--- src/common/rwcs_defines.svh ---
// constants shared by both ends of the register write checksum link
// assumes 8-bit register addresses and data on the link, 32-bit apb
`ifndef RWCS_DEFINES_SVH
`define RWCS_DEFINES_SVH

// ----------------------------------------------------------------
// device register map
// ----------------------------------------------------------------
`define RWCS_A_PAGE_SEL 8'h00
`define RWCS_A_BOOK_SEL 8'h7f
`define RWCS_A_CRC 8'h7e
`define RWCS_A_XOR 8'h7d
`define RWCS_A_RESET 8'h01
`define RWCS_A_POWER 8'h02
`define RWCS_BOOK_BASE 8'h00
`define RWCS_BOOK_COEF 8'h8c
`define RWCS_PAGE_BASE 8'h00
`define RWCS_CRC_POLY 8'h07
`define RWCS_CRC_INIT 8'h00
`define RWCS_XOR_INIT 8'h00
`define RWCS_RST_REG_BIT 0
`define RWCS_RST_MOD_BIT 4
`define RWCS_PWR_DOWN_BIT 0
`define RWCS_PWR_STBY_BIT 4

// ----------------------------------------------------------------
// host apb map and fields
// ----------------------------------------------------------------
`define RWCS_APB_CMD 12'h000
`define RWCS_APB_STAT 12'h004
`define RWCS_CMD_ADDR_LSB 0
`define RWCS_CMD_DATA_LSB 8
`define RWCS_CMD_RD_BIT 16
`define RWCS_ST_BUSY_BIT 0
`define RWCS_ST_REFUSED_BIT 1
`define RWCS_ST_RDATA_LSB 8
`define RWCS_LINK_HALF 2

`endif

--- src/common/rwcs_pkg.sv ---
// types used by the register host end of the checksum link
// assumes rwcs_defines.svh for numeric constants
package rwcs_pkg;
	typedef enum logic [3:0] {
		RWCS_H_IDLE = 4'b0001,
		RWCS_H_SETUP = 4'b0010,
		RWCS_H_WAIT = 4'b0100,
		RWCS_H_DONE = 4'b1000
	} rwcs_host_state_t;
endpackage

--- src/common/rwcs_if.sv ---
// link between the register host and the checksum device
// assumes the host makes link_clk from its own clock
`timescale 1ns/1ps
interface rwcs_if;
	logic link_clk;
	logic req_tgl;
	logic rd;
	logic [7:0] addr;
	logic [7:0] wdata;
	logic [7:0] rdata;
	logic ack_tgl;
	modport dev (
		input link_clk,
		input req_tgl,
		input rd,
		input addr,
		input wdata,
		output rdata,
		output ack_tgl
	);
	modport host (
		output link_clk,
		output req_tgl,
		output rd,
		output addr,
		output wdata,
		input rdata,
		input ack_tgl
	);
endinterface

--- src/rtl/rwcs_host.sv ---
// register host: apb slave that issues single-byte link transfers
// assumes apb master on pclk; the device samples the link with its own synchronisers
`timescale 1ns/1ps
`include "rwcs_defines.svh"
module rwcs_host #(
	parameter int LINK_HALF = `RWCS_LINK_HALF
) (
	input wire logic pclk,
	input wire logic presetn,
	input wire logic psel,
	input wire logic penable,
	input wire logic pwrite,
	input wire logic [11:0] paddr,
	input wire logic [31:0] pwdata,
	output logic [31:0] prdata,
	output logic pready,
	output logic pslverr,
	rwcs_if.host lnk
);

	generate
		if (LINK_HALF < 1 || LINK_HALF > 255) begin : g_bad_half
			$error("LINK_HALF out of range");
		end
	endgenerate

	// ----------------------------------------------------------------
	// link clock divider
	// ----------------------------------------------------------------
	logic [7:0] div_reg;
	logic lclk_reg;
	always_ff @(posedge pclk or negedge presetn) begin
		if (!presetn) begin
			div_reg <= 8'h00;
			lclk_reg <= 1'b0;
		end else if (div_reg == 8'(LINK_HALF - 1)) begin
			div_reg <= 8'h00;
			lclk_reg <= !lclk_reg;
		end else begin
			div_reg <= div_reg + 8'h01;
		end
	end
	assign lnk.link_clk = lclk_reg;

	// ----------------------------------------------------------------
	// answer synchronisers
	// ----------------------------------------------------------------
	logic [8:0] s1_reg;
	logic [8:0] s2_reg;
	always_ff @(posedge pclk or negedge presetn) begin
		if (!presetn) begin
			s1_reg <= '0;
			s2_reg <= '0;
		end else begin
			s1_reg <= {lnk.ack_tgl, lnk.rdata};
			s2_reg <= s1_reg;
		end
	end

	// ----------------------------------------------------------------
	// apb decode and reset-sequence guard
	// ----------------------------------------------------------------
	rwcs_pkg::rwcs_host_state_t st_reg;
	logic [7:0] book_sh_reg;
	logic [7:0] page_sh_reg;
	logic stby_sh_reg;
	logic pd_sh_reg;
	logic refused_reg;
	logic req_reg;
	logic ack_seen_reg;
	logic rd_reg;
	logic [7:0] addr_reg;
	logic [7:0] wdata_reg;
	logic [7:0] rdata_reg;

	wire acc = psel && penable && pready;
	wire wr_cmd = acc && pwrite && (paddr == `RWCS_APB_CMD);
	wire wr_stat = acc && pwrite && (paddr == `RWCS_APB_STAT);
	wire mapped = (paddr == `RWCS_APB_CMD) || (paddr == `RWCS_APB_STAT);
	wire idle = st_reg == rwcs_pkg::RWCS_H_IDLE;
	wire [7:0] c_addr = pwdata[`RWCS_CMD_ADDR_LSB +: 8];
	wire [7:0] c_data = pwdata[`RWCS_CMD_DATA_LSB +: 8];
	wire c_rd = pwdata[`RWCS_CMD_RD_BIT];
	wire base_sel = (book_sh_reg == `RWCS_BOOK_BASE) && (page_sh_reg == `RWCS_PAGE_BASE);
	wire c_rst = !c_rd && base_sel && (c_addr == `RWCS_A_RESET);
	wire c_mod = c_rst && c_data[`RWCS_RST_MOD_BIT];
	wire c_regr = c_rst && c_data[`RWCS_RST_REG_BIT];
	// modules alone only from standby without power-down; registers, with or without modules, from standby or power-down
	wire bad_mod = c_mod && !c_regr && (!stby_sh_reg || pd_sh_reg);
	wire bad_reg = c_regr && !stby_sh_reg && !pd_sh_reg;
	wire refuse = wr_cmd && (!idle || bad_mod || bad_reg);
	wire launch = wr_cmd && idle && !bad_mod && !bad_reg;
	wire ack_new = s2_reg[8] != ack_seen_reg;
	wire [31:0] stat_word = {16'h0000, rdata_reg, 6'h00, refused_reg, !idle};

	always_ff @(posedge pclk or negedge presetn) begin
		if (!presetn) begin
			pready <= 1'b0;
			pslverr <= 1'b0;
			prdata <= 32'h00000000;
		end else begin
			pready <= psel && !penable;
			pslverr <= psel && !penable && !mapped;
			if (psel && !penable && !pwrite) begin
				prdata <= (paddr == `RWCS_APB_STAT) ? stat_word :
					(paddr == `RWCS_APB_CMD) ? {15'h0000, rd_reg, wdata_reg, addr_reg} :
					32'h00000000;
			end
		end
	end

	// set wins over software clear
	always_ff @(posedge pclk or negedge presetn) begin
		if (!presetn) begin
			refused_reg <= 1'b0;
		end else if (refuse) begin
			refused_reg <= 1'b1;
		end else if (wr_stat && pwdata[`RWCS_ST_REFUSED_BIT]) begin
			refused_reg <= 1'b0;
		end
	end

	// ----------------------------------------------------------------
	// transfer sequencer and device-state shadow
	// ----------------------------------------------------------------
	always_ff @(posedge pclk or negedge presetn) begin
		if (!presetn) begin
			st_reg <= rwcs_pkg::RWCS_H_IDLE;
			req_reg <= 1'b0;
			ack_seen_reg <= 1'b0;
			rd_reg <= 1'b0;
			addr_reg <= 8'h00;
			wdata_reg <= 8'h00;
			rdata_reg <= 8'h00;
			book_sh_reg <= 8'h00;
			page_sh_reg <= 8'h00;
			stby_sh_reg <= 1'b0;
			pd_sh_reg <= 1'b0;
		end else begin
			case (st_reg)
				rwcs_pkg::RWCS_H_IDLE: begin
					if (launch) begin
						rd_reg <= c_rd;
						addr_reg <= c_addr;
						wdata_reg <= c_data;
						st_reg <= rwcs_pkg::RWCS_H_SETUP;
					end
				end
				rwcs_pkg::RWCS_H_SETUP: begin
					req_reg <= !req_reg;
					st_reg <= rwcs_pkg::RWCS_H_WAIT;
				end
				rwcs_pkg::RWCS_H_WAIT: begin
					if (ack_new) begin
						ack_seen_reg <= s2_reg[8];
						rdata_reg <= s2_reg[7:0];
						st_reg <= rwcs_pkg::RWCS_H_DONE;
					end
				end
				rwcs_pkg::RWCS_H_DONE: begin
					st_reg <= rwcs_pkg::RWCS_H_IDLE;
					if (!rd_reg) begin
						if (addr_reg == `RWCS_A_BOOK_SEL) begin
							book_sh_reg <= wdata_reg;
						end else if (addr_reg == `RWCS_A_PAGE_SEL) begin
							page_sh_reg <= wdata_reg;
						end else if (base_sel && addr_reg == `RWCS_A_POWER) begin
							stby_sh_reg <= wdata_reg[`RWCS_PWR_STBY_BIT];
							pd_sh_reg <= wdata_reg[`RWCS_PWR_DOWN_BIT];
						end else if (base_sel && addr_reg == `RWCS_A_RESET &&
							wdata_reg[`RWCS_RST_REG_BIT]) begin
							book_sh_reg <= 8'h00;
							page_sh_reg <= 8'h00;
							stby_sh_reg <= 1'b0;
							pd_sh_reg <= 1'b0;
						end
					end
				end
				default: begin
					st_reg <= rwcs_pkg::RWCS_H_IDLE;
				end
			endcase
		end
	end

	assign lnk.req_tgl = req_reg;
	assign lnk.rd = rd_reg;
	assign lnk.addr = addr_reg;
	assign lnk.wdata = wdata_reg;

endmodule
--- src/flat_wrapper.sv ---
// flat-port wrapper written by rule: the top's interface ports become plain ports
module rwcs_host_flat 
#(
	parameter int LINK_HALF = `RWCS_LINK_HALF
)
  (pclk, presetn, psel, penable, pwrite, paddr, pwdata, prdata, pready, pslverr, lnk_link_clk, lnk_req_tgl, lnk_rd, lnk_addr, lnk_wdata, lnk_rdata, lnk_ack_tgl);
  rwcs_if lnk_i ();
  input wire logic pclk;
  input wire logic presetn;
  input wire logic psel;
  input wire logic penable;
  input wire logic pwrite;
  input wire logic [11:0] paddr;
  input wire logic [31:0] pwdata;
  output logic [31:0] prdata;
  output logic pready;
  output logic pslverr;
  output wire logic [$bits(lnk_i.link_clk)-1:0] lnk_link_clk;
  output wire logic [$bits(lnk_i.req_tgl)-1:0] lnk_req_tgl;
  output wire logic [$bits(lnk_i.rd)-1:0] lnk_rd;
  output wire logic [$bits(lnk_i.addr)-1:0] lnk_addr;
  output wire logic [$bits(lnk_i.wdata)-1:0] lnk_wdata;
  input wire logic [$bits(lnk_i.rdata)-1:0] lnk_rdata;
  input wire logic [$bits(lnk_i.ack_tgl)-1:0] lnk_ack_tgl;
  assign lnk_link_clk = lnk_i.link_clk;
  assign lnk_req_tgl = lnk_i.req_tgl;
  assign lnk_rd = lnk_i.rd;
  assign lnk_addr = lnk_i.addr;
  assign lnk_wdata = lnk_i.wdata;
  assign lnk_i.rdata = lnk_rdata;
  assign lnk_i.ack_tgl = lnk_ack_tgl;
  rwcs_host #(.LINK_HALF(LINK_HALF)) u_core (.pclk(pclk), .presetn(presetn), .psel(psel), .penable(penable), .pwrite(pwrite), .paddr(paddr), .pwdata(pwdata), .prdata(prdata), .pready(pready), .pslverr(pslverr), .lnk(lnk_i));
endmodule
--- config.mk ---
export PLATFORM = sky130hd
export DESIGN_NAME = rwcs_host_flat
export DESIGN_NICKNAME = d
export VERILOG_FILES = /design/src/common/rwcs_pkg.sv /design/src/common/rwcs_if.sv /design/src/rtl/rwcs_host.sv /design/src/flat_wrapper.sv
export VERILOG_INCLUDE_DIRS = /design/src /design/src/common
export SDC_FILE = /design/constraint.sdc
export NUM_CORES = 1
export LEC_CHECK = 0
export BUFFER_PORTS_ARGS = -buffer_cell sky130_fd_sc_hd__clkbuf_2
export CAP_MARGIN = 15
export CORE_UTILIZATION = 52
export DETAILED_ROUTE_END_ITERATION = 6
export GPL_TIMING_DRIVEN = 1
export PLACE_DENSITY = 0.8
export SYNTH_ARGS = -nofsm -noshare
export SYNTH_HDL_FRONTEND = slang
export SYNTH_SLANG_ARGS = --single-unit
--- constraint.sdc ---
create_clock -name pclk -period 2.3 [get_ports pclk]
set_input_delay 0.115 -clock pclk [delete_from_list [all_inputs] [get_ports pclk]]
set_output_delay 0.115 -clock pclk [all_outputs]
set_load 0.03 [all_outputs]
---- Yosys cells after proc, flatten, opt, wreduce, memory -nomap -nowiden ----
Cells that the tools add are included.
W data, S select, Z words.
operators by class
  add/sub/neg operators ................... 1
  reductions and logical operators ........ 55
  multiplexer cells ....................... 16
  bitwise logic cells ..................... 3
  equality and inequality tests ........... 16
operator list
  operator               number
  $mux W8                6
  $mux W32               1
  $logic_and A1 B1 Y1    25
  $eq A8 B1 Y1 const B   3
  $logic_not A8 Y1       3
  $mux W17               1
  $reduce_and A5 Y1      3
  $eq A12 B3 Y1 const B  1
  $logic_not A1 Y1       12
  $logic_not A12 Y1      1
  $pmux W4 S3            1
  $add A8 B1 Y8 const B  1
  $eq A8 B2 Y1 const B   1
  $eq A8 B7 Y1 const B   1
  $mux W4                2
  $ne A2 B1 Y1 const B   4
  $reduce_bool A2 Y1     4
  $reduce_and A2 Y1      3
  $mux W1                5
  $eq A4 B1 Y1 const B   1
  $eq A4 B2 Y1 const B   1
  $eq A4 B3 Y1 const B   1
  $eq A4 B4 Y1 const B   1
  $logic_or A1 B1 Y1     4
  3 further kinds        5
storage, ports and cells
  word-level logic and storage cells ...... 110
  bits of input ports ..................... 58
  output and inout port bits .............. 53
  flip-flop bits (word level) ............. 111

---- Longest topological paths before layout ----
  depth after elaboration ................. 13
  depth in mapped cells ................... 7
  mapped depth without buffers ............ 5

---- Least setup slack after synthesis ----
OpenSTA, ideal clock, no wires.
  kind .................................... reg-to-reg
  start point ............................. register u_core.pready
  end point ............................... register u_core.addr_reg[5] (netlist: u_core.lnk.addr[5])
  data required time ...................... 2,175 ps
  cell stages (with the launch flop) ...... 6
  period minus slack after synthesis ...... 1,998 ps
  setup slack ............................. 302 ps
  library setup time ...................... 125 ps
  buffers on the path ..................... 1
  arrival time ............................ 1,873 ps
  path through ............................ dfrtp_1 > and4_1 > nand4_1 > a311oi_4 > buf_6 > mux2_4
between the ends
  word-level cells in the longest chain between the ends .. 7
ends and longest elaborated chain
  item                               line              RTL
  start, declared                    rwcs_host.sv:16   output logic pready,
  start signal, assigned             rwcs_host.sv:102  pready <= psel && !penable;
  $logic_and A1 B1 Y1                rwcs_host.sv:76   wire acc = psel && penable && pready;
  $logic_and A1 B1 Y1 (2 in series)  rwcs_host.sv:77   wire wr_cmd = acc && pwrite && (paddr == `RWCS_APB_CMD);
  $logic_and A1 B1 Y1 (3 in series)  rwcs_host.sv:92   wire launch = wr_cmd && idle && !bad_mod && !bad_reg;
  $reduce_and A2 Y1 (no line)        n/a
  end signal, assigned               rwcs_host.sv:144  addr_reg <= c_addr;
  end, declared                      rwcs_host.sv:72   logic [7:0] addr_reg;
No other way between the ends.
A chain may end at the register's enable or synchronous reset.

---- Final worst setup path ----
  start point ............................. input port pwdata[7]
  end point ............................... register u_core.wdata_reg[3] (netlist: u_core.lnk.wdata[3])
between the ends
  word-level cells in the longest chain between the ends .. 10
  elaborated cells on any way between the ends .. 14
  classes of those cells .................. eq/ne (1); reduce/logical (13)
ends and longest elaborated chain
  item                               line                RTL
  start, declared                    flat_wrapper.sv:14  input wire logic [31:0] pwdata;
  $eq A8 B1 Y1 (no line) *           n/a
  $logic_and A1 B1 Y1 *              rwcs_host.sv:85     wire c_rst = !c_rd && base_sel && (c_addr == `RWCS_A_RESET);
  $logic_and A1 B1 Y1                rwcs_host.sv:87     wire c_regr = c_rst && c_data[`RWCS_RST_REG_BIT];
  $logic_not A1 Y1                   rwcs_host.sv:89     wire bad_mod = c_mod && !c_regr && (!stby_sh_reg || pd_sh_reg);
  $logic_and A1 B1 Y1 (2 in series)  rwcs_host.sv:89
  $logic_not A1 Y1                   rwcs_host.sv:92
  $logic_and A1 B1 Y1                rwcs_host.sv:92
  $logic_and A1 B1 Y1 *              rwcs_host.sv:92
  $reduce_and A2 Y1 (no line) *      n/a
  end signal, assigned               rwcs_host.sv:145    wdata_reg <= c_data;
  end, declared                      rwcs_host.sv:73     logic [7:0] wdata_reg;
Mark *: on every way between the ends. The rest lies on a longest branch, timed or not.

==> run_summary.xml <==
<?xml version="1.0" encoding="UTF-8"?>
<metrics>
  <group name="outcome">
    <metric name="run_status" unit="">completed</metric>
  </group>
  <group name="global_routing">
    <metric name="number_of_global_route_vias_before_repair" unit="">2715</metric>
    <metric name="globalRouteOverflowTotal" unit="">0</metric>
    <metric name="grt_start_max_net_pins" unit="">38</metric>
    <metric name="antenna_found_initial" unit="">0</metric>
    <metric name="globalRouteTotalUtil" unit="">0.228</metric>
    <metric name="wire_length_of_the_first_global_routing_pass" unit="mm">13.3</metric>
  </group>
  <group name="timing">
    <metric name="finalSetupViolations" unit="">0</metric>
    <metric name="timing.max_slew.rel_slack" unit="">0.514</metric>
    <metric name="fin_crit_sh" unit="">0.888</metric>
    <metric name="finalWorstSetupSlack" unit="ns">0.258</metric>
    <metric name="finClkSkew" unit="ns">0.0127</metric>
    <metric name="timing.final.crit_period" unit="ns">2.04</metric>
    <metric name="drv_slew" unit="">0</metric>
    <metric name="actual_slew_at_the_worst_max_slew_pin" unit="ns">0.730</metric>
    <metric name="rsz_0062_raised_after_global_routing" unit="">no</metric>
    <metric name="hold_viol_final" unit="">0</metric>
    <metric name="max_clock_freq" unit="GHz">0.490</metric>
  </group>
  <group name="pwr">
    <metric name="power.density" unit="nW/um^2">629</metric>
    <metric name="ir_worst_vdd" unit="mV">0.453</metric>
    <metric name="p_leak" unit="nW">2.49</metric>
  </group>
  <group name="synthesis">
    <metric name="netlist.top_cell.by_area" unit="">dfrtp_1</metric>
    <metric name="synthDominantCellAreaShare" unit="">0.598</metric>
    <metric name="ys.warnings.count" unit="">0</metric>
    <metric name="syn_inst" unit="">305</metric>
    <metric name="synth-seq-area-share" unit="">0.605</metric>
    <metric name="share_of_flip_flops_with_an_asynchronous_set_or_reset_after_synthesis" unit="">1.00</metric>
    <metric name="post_synth_instance_area" unit="sq um">3970</metric>
    <metric name="postSynthAreaPerCell" unit="sq um">13.0</metric>
    <metric name="synth_edf_count" unit="">0</metric>
    <metric name="synth_seq_cells" unit="">96</metric>
    <metric name="synth.top_cells.by_area" unit="">dfrtp_1, mux2_2, mux2_4</metric>
    <metric name="dominantRegCellSynth" unit="">dfrtp_1</metric>
    <metric name="netlist-cell-type-count" unit="">39</metric>
  </group>
  <group name="setup_path">
    <metric name="category_of_the_most_critical_setup_path" unit="">in -&gt; reg</metric>
    <metric name="critical_path.max_fanout" unit="">5</metric>
    <metric name="worst_reg_to_reg_path_cell_count" unit="">5</metric>
    <metric name="worstPathArrival" unit="ns">2.28</metric>
    <metric name="worstPathRequired" unit="ns">2.54</metric>
    <metric name="setup.reg_to_reg.worst_slack" unit="ns">0.31</metric>
    <metric name="r2r-end" unit="">u_core.page_sh_reg[0]</metric>
    <metric name="timing.critical_path.slowest_cell_delay" unit="ns">0.54</metric>
    <metric name="worstSetupStartpointType" unit="">input port</metric>
    <metric name="crit_chain" unit="">dlygate4sd3_1 &gt; clkbuf_2 &gt; or4_4 &gt; nor4b_4 &gt; a311oi_4 &gt; buf_4 &gt; mux2_4</metric>
    <metric name="start_of_the_worst_register_to_register_path" unit="">u_core.st_reg[0]</metric>
    <metric name="setup.worst_path.end_class" unit="">flop</metric>
    <metric name="cpMaxStageDelayCell" unit="">dlygate4sd3_1</metric>
  </group>
  <group name="cells_and_area">
    <metric name="largest_register_ff_count" unit="">17</metric>
    <metric name="instances_no_fill" unit="">524</metric>
    <metric name="fin_nets" unit="">480</metric>
    <metric name="drive_gt1_frac" unit="">0.393</metric>
    <metric name="area_growth" unit="%">23.5</metric>
    <metric name="antennaDiodeCount" unit="">0</metric>
  </group>
  <group name="worst_hold_path">
    <metric name="min_path_cells" unit="">2</metric>
    <metric name="hold_path_startpoint" unit="">pwdata[4]</metric>
    <metric name="min-delay-path-class" unit="">in -&gt; reg</metric>
    <metric name="hold_end" unit="">u_core.lnk.addr[4]</metric>
  </group>
  <group name="floorplanning">
    <metric name="die_width" unit="microns">89.4</metric>
    <metric name="floorplan.core_area" unit="sq um">7330</metric>
    <metric name="rows" unit="">31</metric>
    <metric name="design.portCount" unit="">111</metric>
    <metric name="initial_utilization" unit="">0.542</metric>
    <metric name="floorplan.die_area" unit="sq um">7990</metric>
    <metric name="die_extent_in_y" unit="microns">89.4</metric>
  </group>
  <group name="clock_network">
    <metric name="htree_levels" unit="">3</metric>
    <metric name="cts.root.buffer_cell" unit="">clkbuf_8</metric>
    <metric name="tritoncts" unit="">yes</metric>
    <metric name="worstSkewPairLatency" unit="ns">0.36</metric>
    <metric name="cts.clk_slew.worst_paths" unit="ns">0.09</metric>
    <metric name="cts.path.max_buffers" unit="">2</metric>
    <metric name="cts-buffers-inserted" unit="">9</metric>
    <metric name="total_clock_sinks" unit="">96</metric>
  </group>
  <group name="place">
    <metric name="gp_routability_congestion" unit="">0.857</metric>
    <metric name="dp_worst_setup_slack" unit="ns">-0.148</metric>
    <metric name="dp_cells" unit="">489</metric>
    <metric name="dpl.hpwl" unit="mm">5.90</metric>
    <metric name="place.port_buffers" unit="">80</metric>
  </group>
  <group name="route">
    <metric name="first_iter_violations" unit="">152</metric>
    <metric name="firstDrtPassIters" unit="">4</metric>
    <metric name="routedWlPerCell" unit="microns">15.7</metric>
    <metric name="detail_route.drc_violations" unit="">0</metric>
    <metric name="drt-vias-per-instance" unit="">5.24</metric>
    <metric name="route.antenna.remaining_nets" unit="">0</metric>
    <metric name="dr_total_vias" unit="">2747</metric>
    <metric name="wl" unit="mm">8.20</metric>
  </group>
  <group name="job">
    <metric name="max_cap_viol_count" unit="">0</metric>
  </group>
</metrics>
per-stage QoR:
step | hold slack, ns | setup TNS (ns) | instance area [sq um] | power [mW] | utilization
after floorplan | -0.181 | 0 | 4030 | 1.94 | -
after global placement | 0.0908 | -0.454 | 4510 | 2.04 | 0.615
after detailed placement | 0.0919 | -1.72 | 4510 | 2.05 | 0.615
after CTS | 0.00194 | 0 | 4900 | 3.10 | 0.669
after global routing | 0.00443 | 0 | 4910 | 3.20 | 0.669
final | 0.00608 | 0 | 4910 | 3.08 | 0.669
how the worst max path moves through the flow:
stage                                start                    end  slack [ns]  depth (start not counted)
after floorplan              u_core.pready     u_core.lnk.addr[5]        0.30                          5
after global placement            paddr[5]     u_core.lnk.addr[2]       -0.06                          5
after detailed placement          paddr[5]          u_core.lnk.rd       -0.15                          5
after CTS                 u_core.st_reg[0]  u_core.page_sh_reg[1]        0.13                          5
after global routing      u_core.st_reg[0]  u_core.page_sh_reg[3]        0.16                          5
final                            pwdata[7]    u_core.lnk.wdata[3]        0.26                          7
cells in the mapped netlist, types with 4 or more instances:
cell / number
dfrtp_1: 95
clkbuf_1: 8
mux2_4: 9
nor3_1: 5
a221oi_1: 10
inv_1: 6
nand2b_1: 6
nand3_1: 14
nor2_1: 29
and4_1: 4
buf_4: 15
and3_1: 4
mux2_2: 34
xnor2_1: 6
nor4_1: 8
nand4_1: 4
nand2_1: 16
layer usage:
metal / routed length [microns] / vias to the layer above / track usage
met1: 3690 / 1349 / 0.297
met3: 367 / 8 / 0.0480
met4: 63 / 0 / 0.0779
li1: - / 1293 / -
met5: 0 / - / 0
met2: 4080 / 97 / 0.382
power by group:
part           leakage, nW  switching (mW)  internal [mW]  total, mW
combinational         1.13           0.192         0.0911      0.283
sequential            1.27          0.0204           1.73       1.75
clock               0.0956           0.612          0.438       1.05
total                 2.49           0.824           2.26       3.08
what timing repair did:
action | 4_1_cts | 5_1_grt
resized for setup | 0 | 1
endpoints found under the setup margin | 17 | 8
endpoints found under the hold margin | 50 | 0
hold buffers | 17 | 0
pin swaps | 1 | 0
buffers inserted | 2 | 0
cell type report:
type,instances,area (sq um)
Fill cell,536,2420
Inverter,6,22.5
Sequential cell,96,2400
Multi-Input combinational cell,193,1450
Tap cell,99,124
Clock inverter,6,55.1
Timing Repair Buffer,114,713
Clock buffer,10,138
worst max-delay path: cells and delay by family:
family	cells	cell delay, ns
multiplexers	1	0.30
AND/OR/NAND/NOR	2	0.84
AO/OA/AOI/OAI	1	0.16
buffers and inverters	3	0.87
cells in the final DEF, fill, tap and decap left out, types with 2 or more instances in the layout:
cell type	instances
dfrtp_1	95
clkbuf_2	79
mux2_2	34
nor2_1	29
dlygate4sd3_1	17
buf_4	17
nand2_1	16
conb_1	15
nand3_1	14
a221oi_1	10
clkbuf_8	10
mux2_4	9
nor4_1	8
xnor2_1	6
inv_1	6
nand2b_1	6
nor3_1	5
and3_1	4
and4_1	4
nand4_1	4
xor2_1	3
a31oi_1	3
nand3b_1	3
nor4_2	2
a211oi_1	2
a21oi_1	2
ha_1	2
clkinv_4	2
cell families (layout without fill, tap and decap cells):
family,after synthesis,after routing,share of synthesized area
AOI/OAI and AO/OA,21,21,0.0457
xor gates and xnor gates,9,9,0.0198
DFF,96,96,0.605
muxes,43,43,0.130
other,1,15,0.000944
buffers and inverters,30,136,0.0444
and+or+nand+nor,103,103,0.147
adders and majority gates,2,2,0.00630
Power figures use the tool's default switching activity.
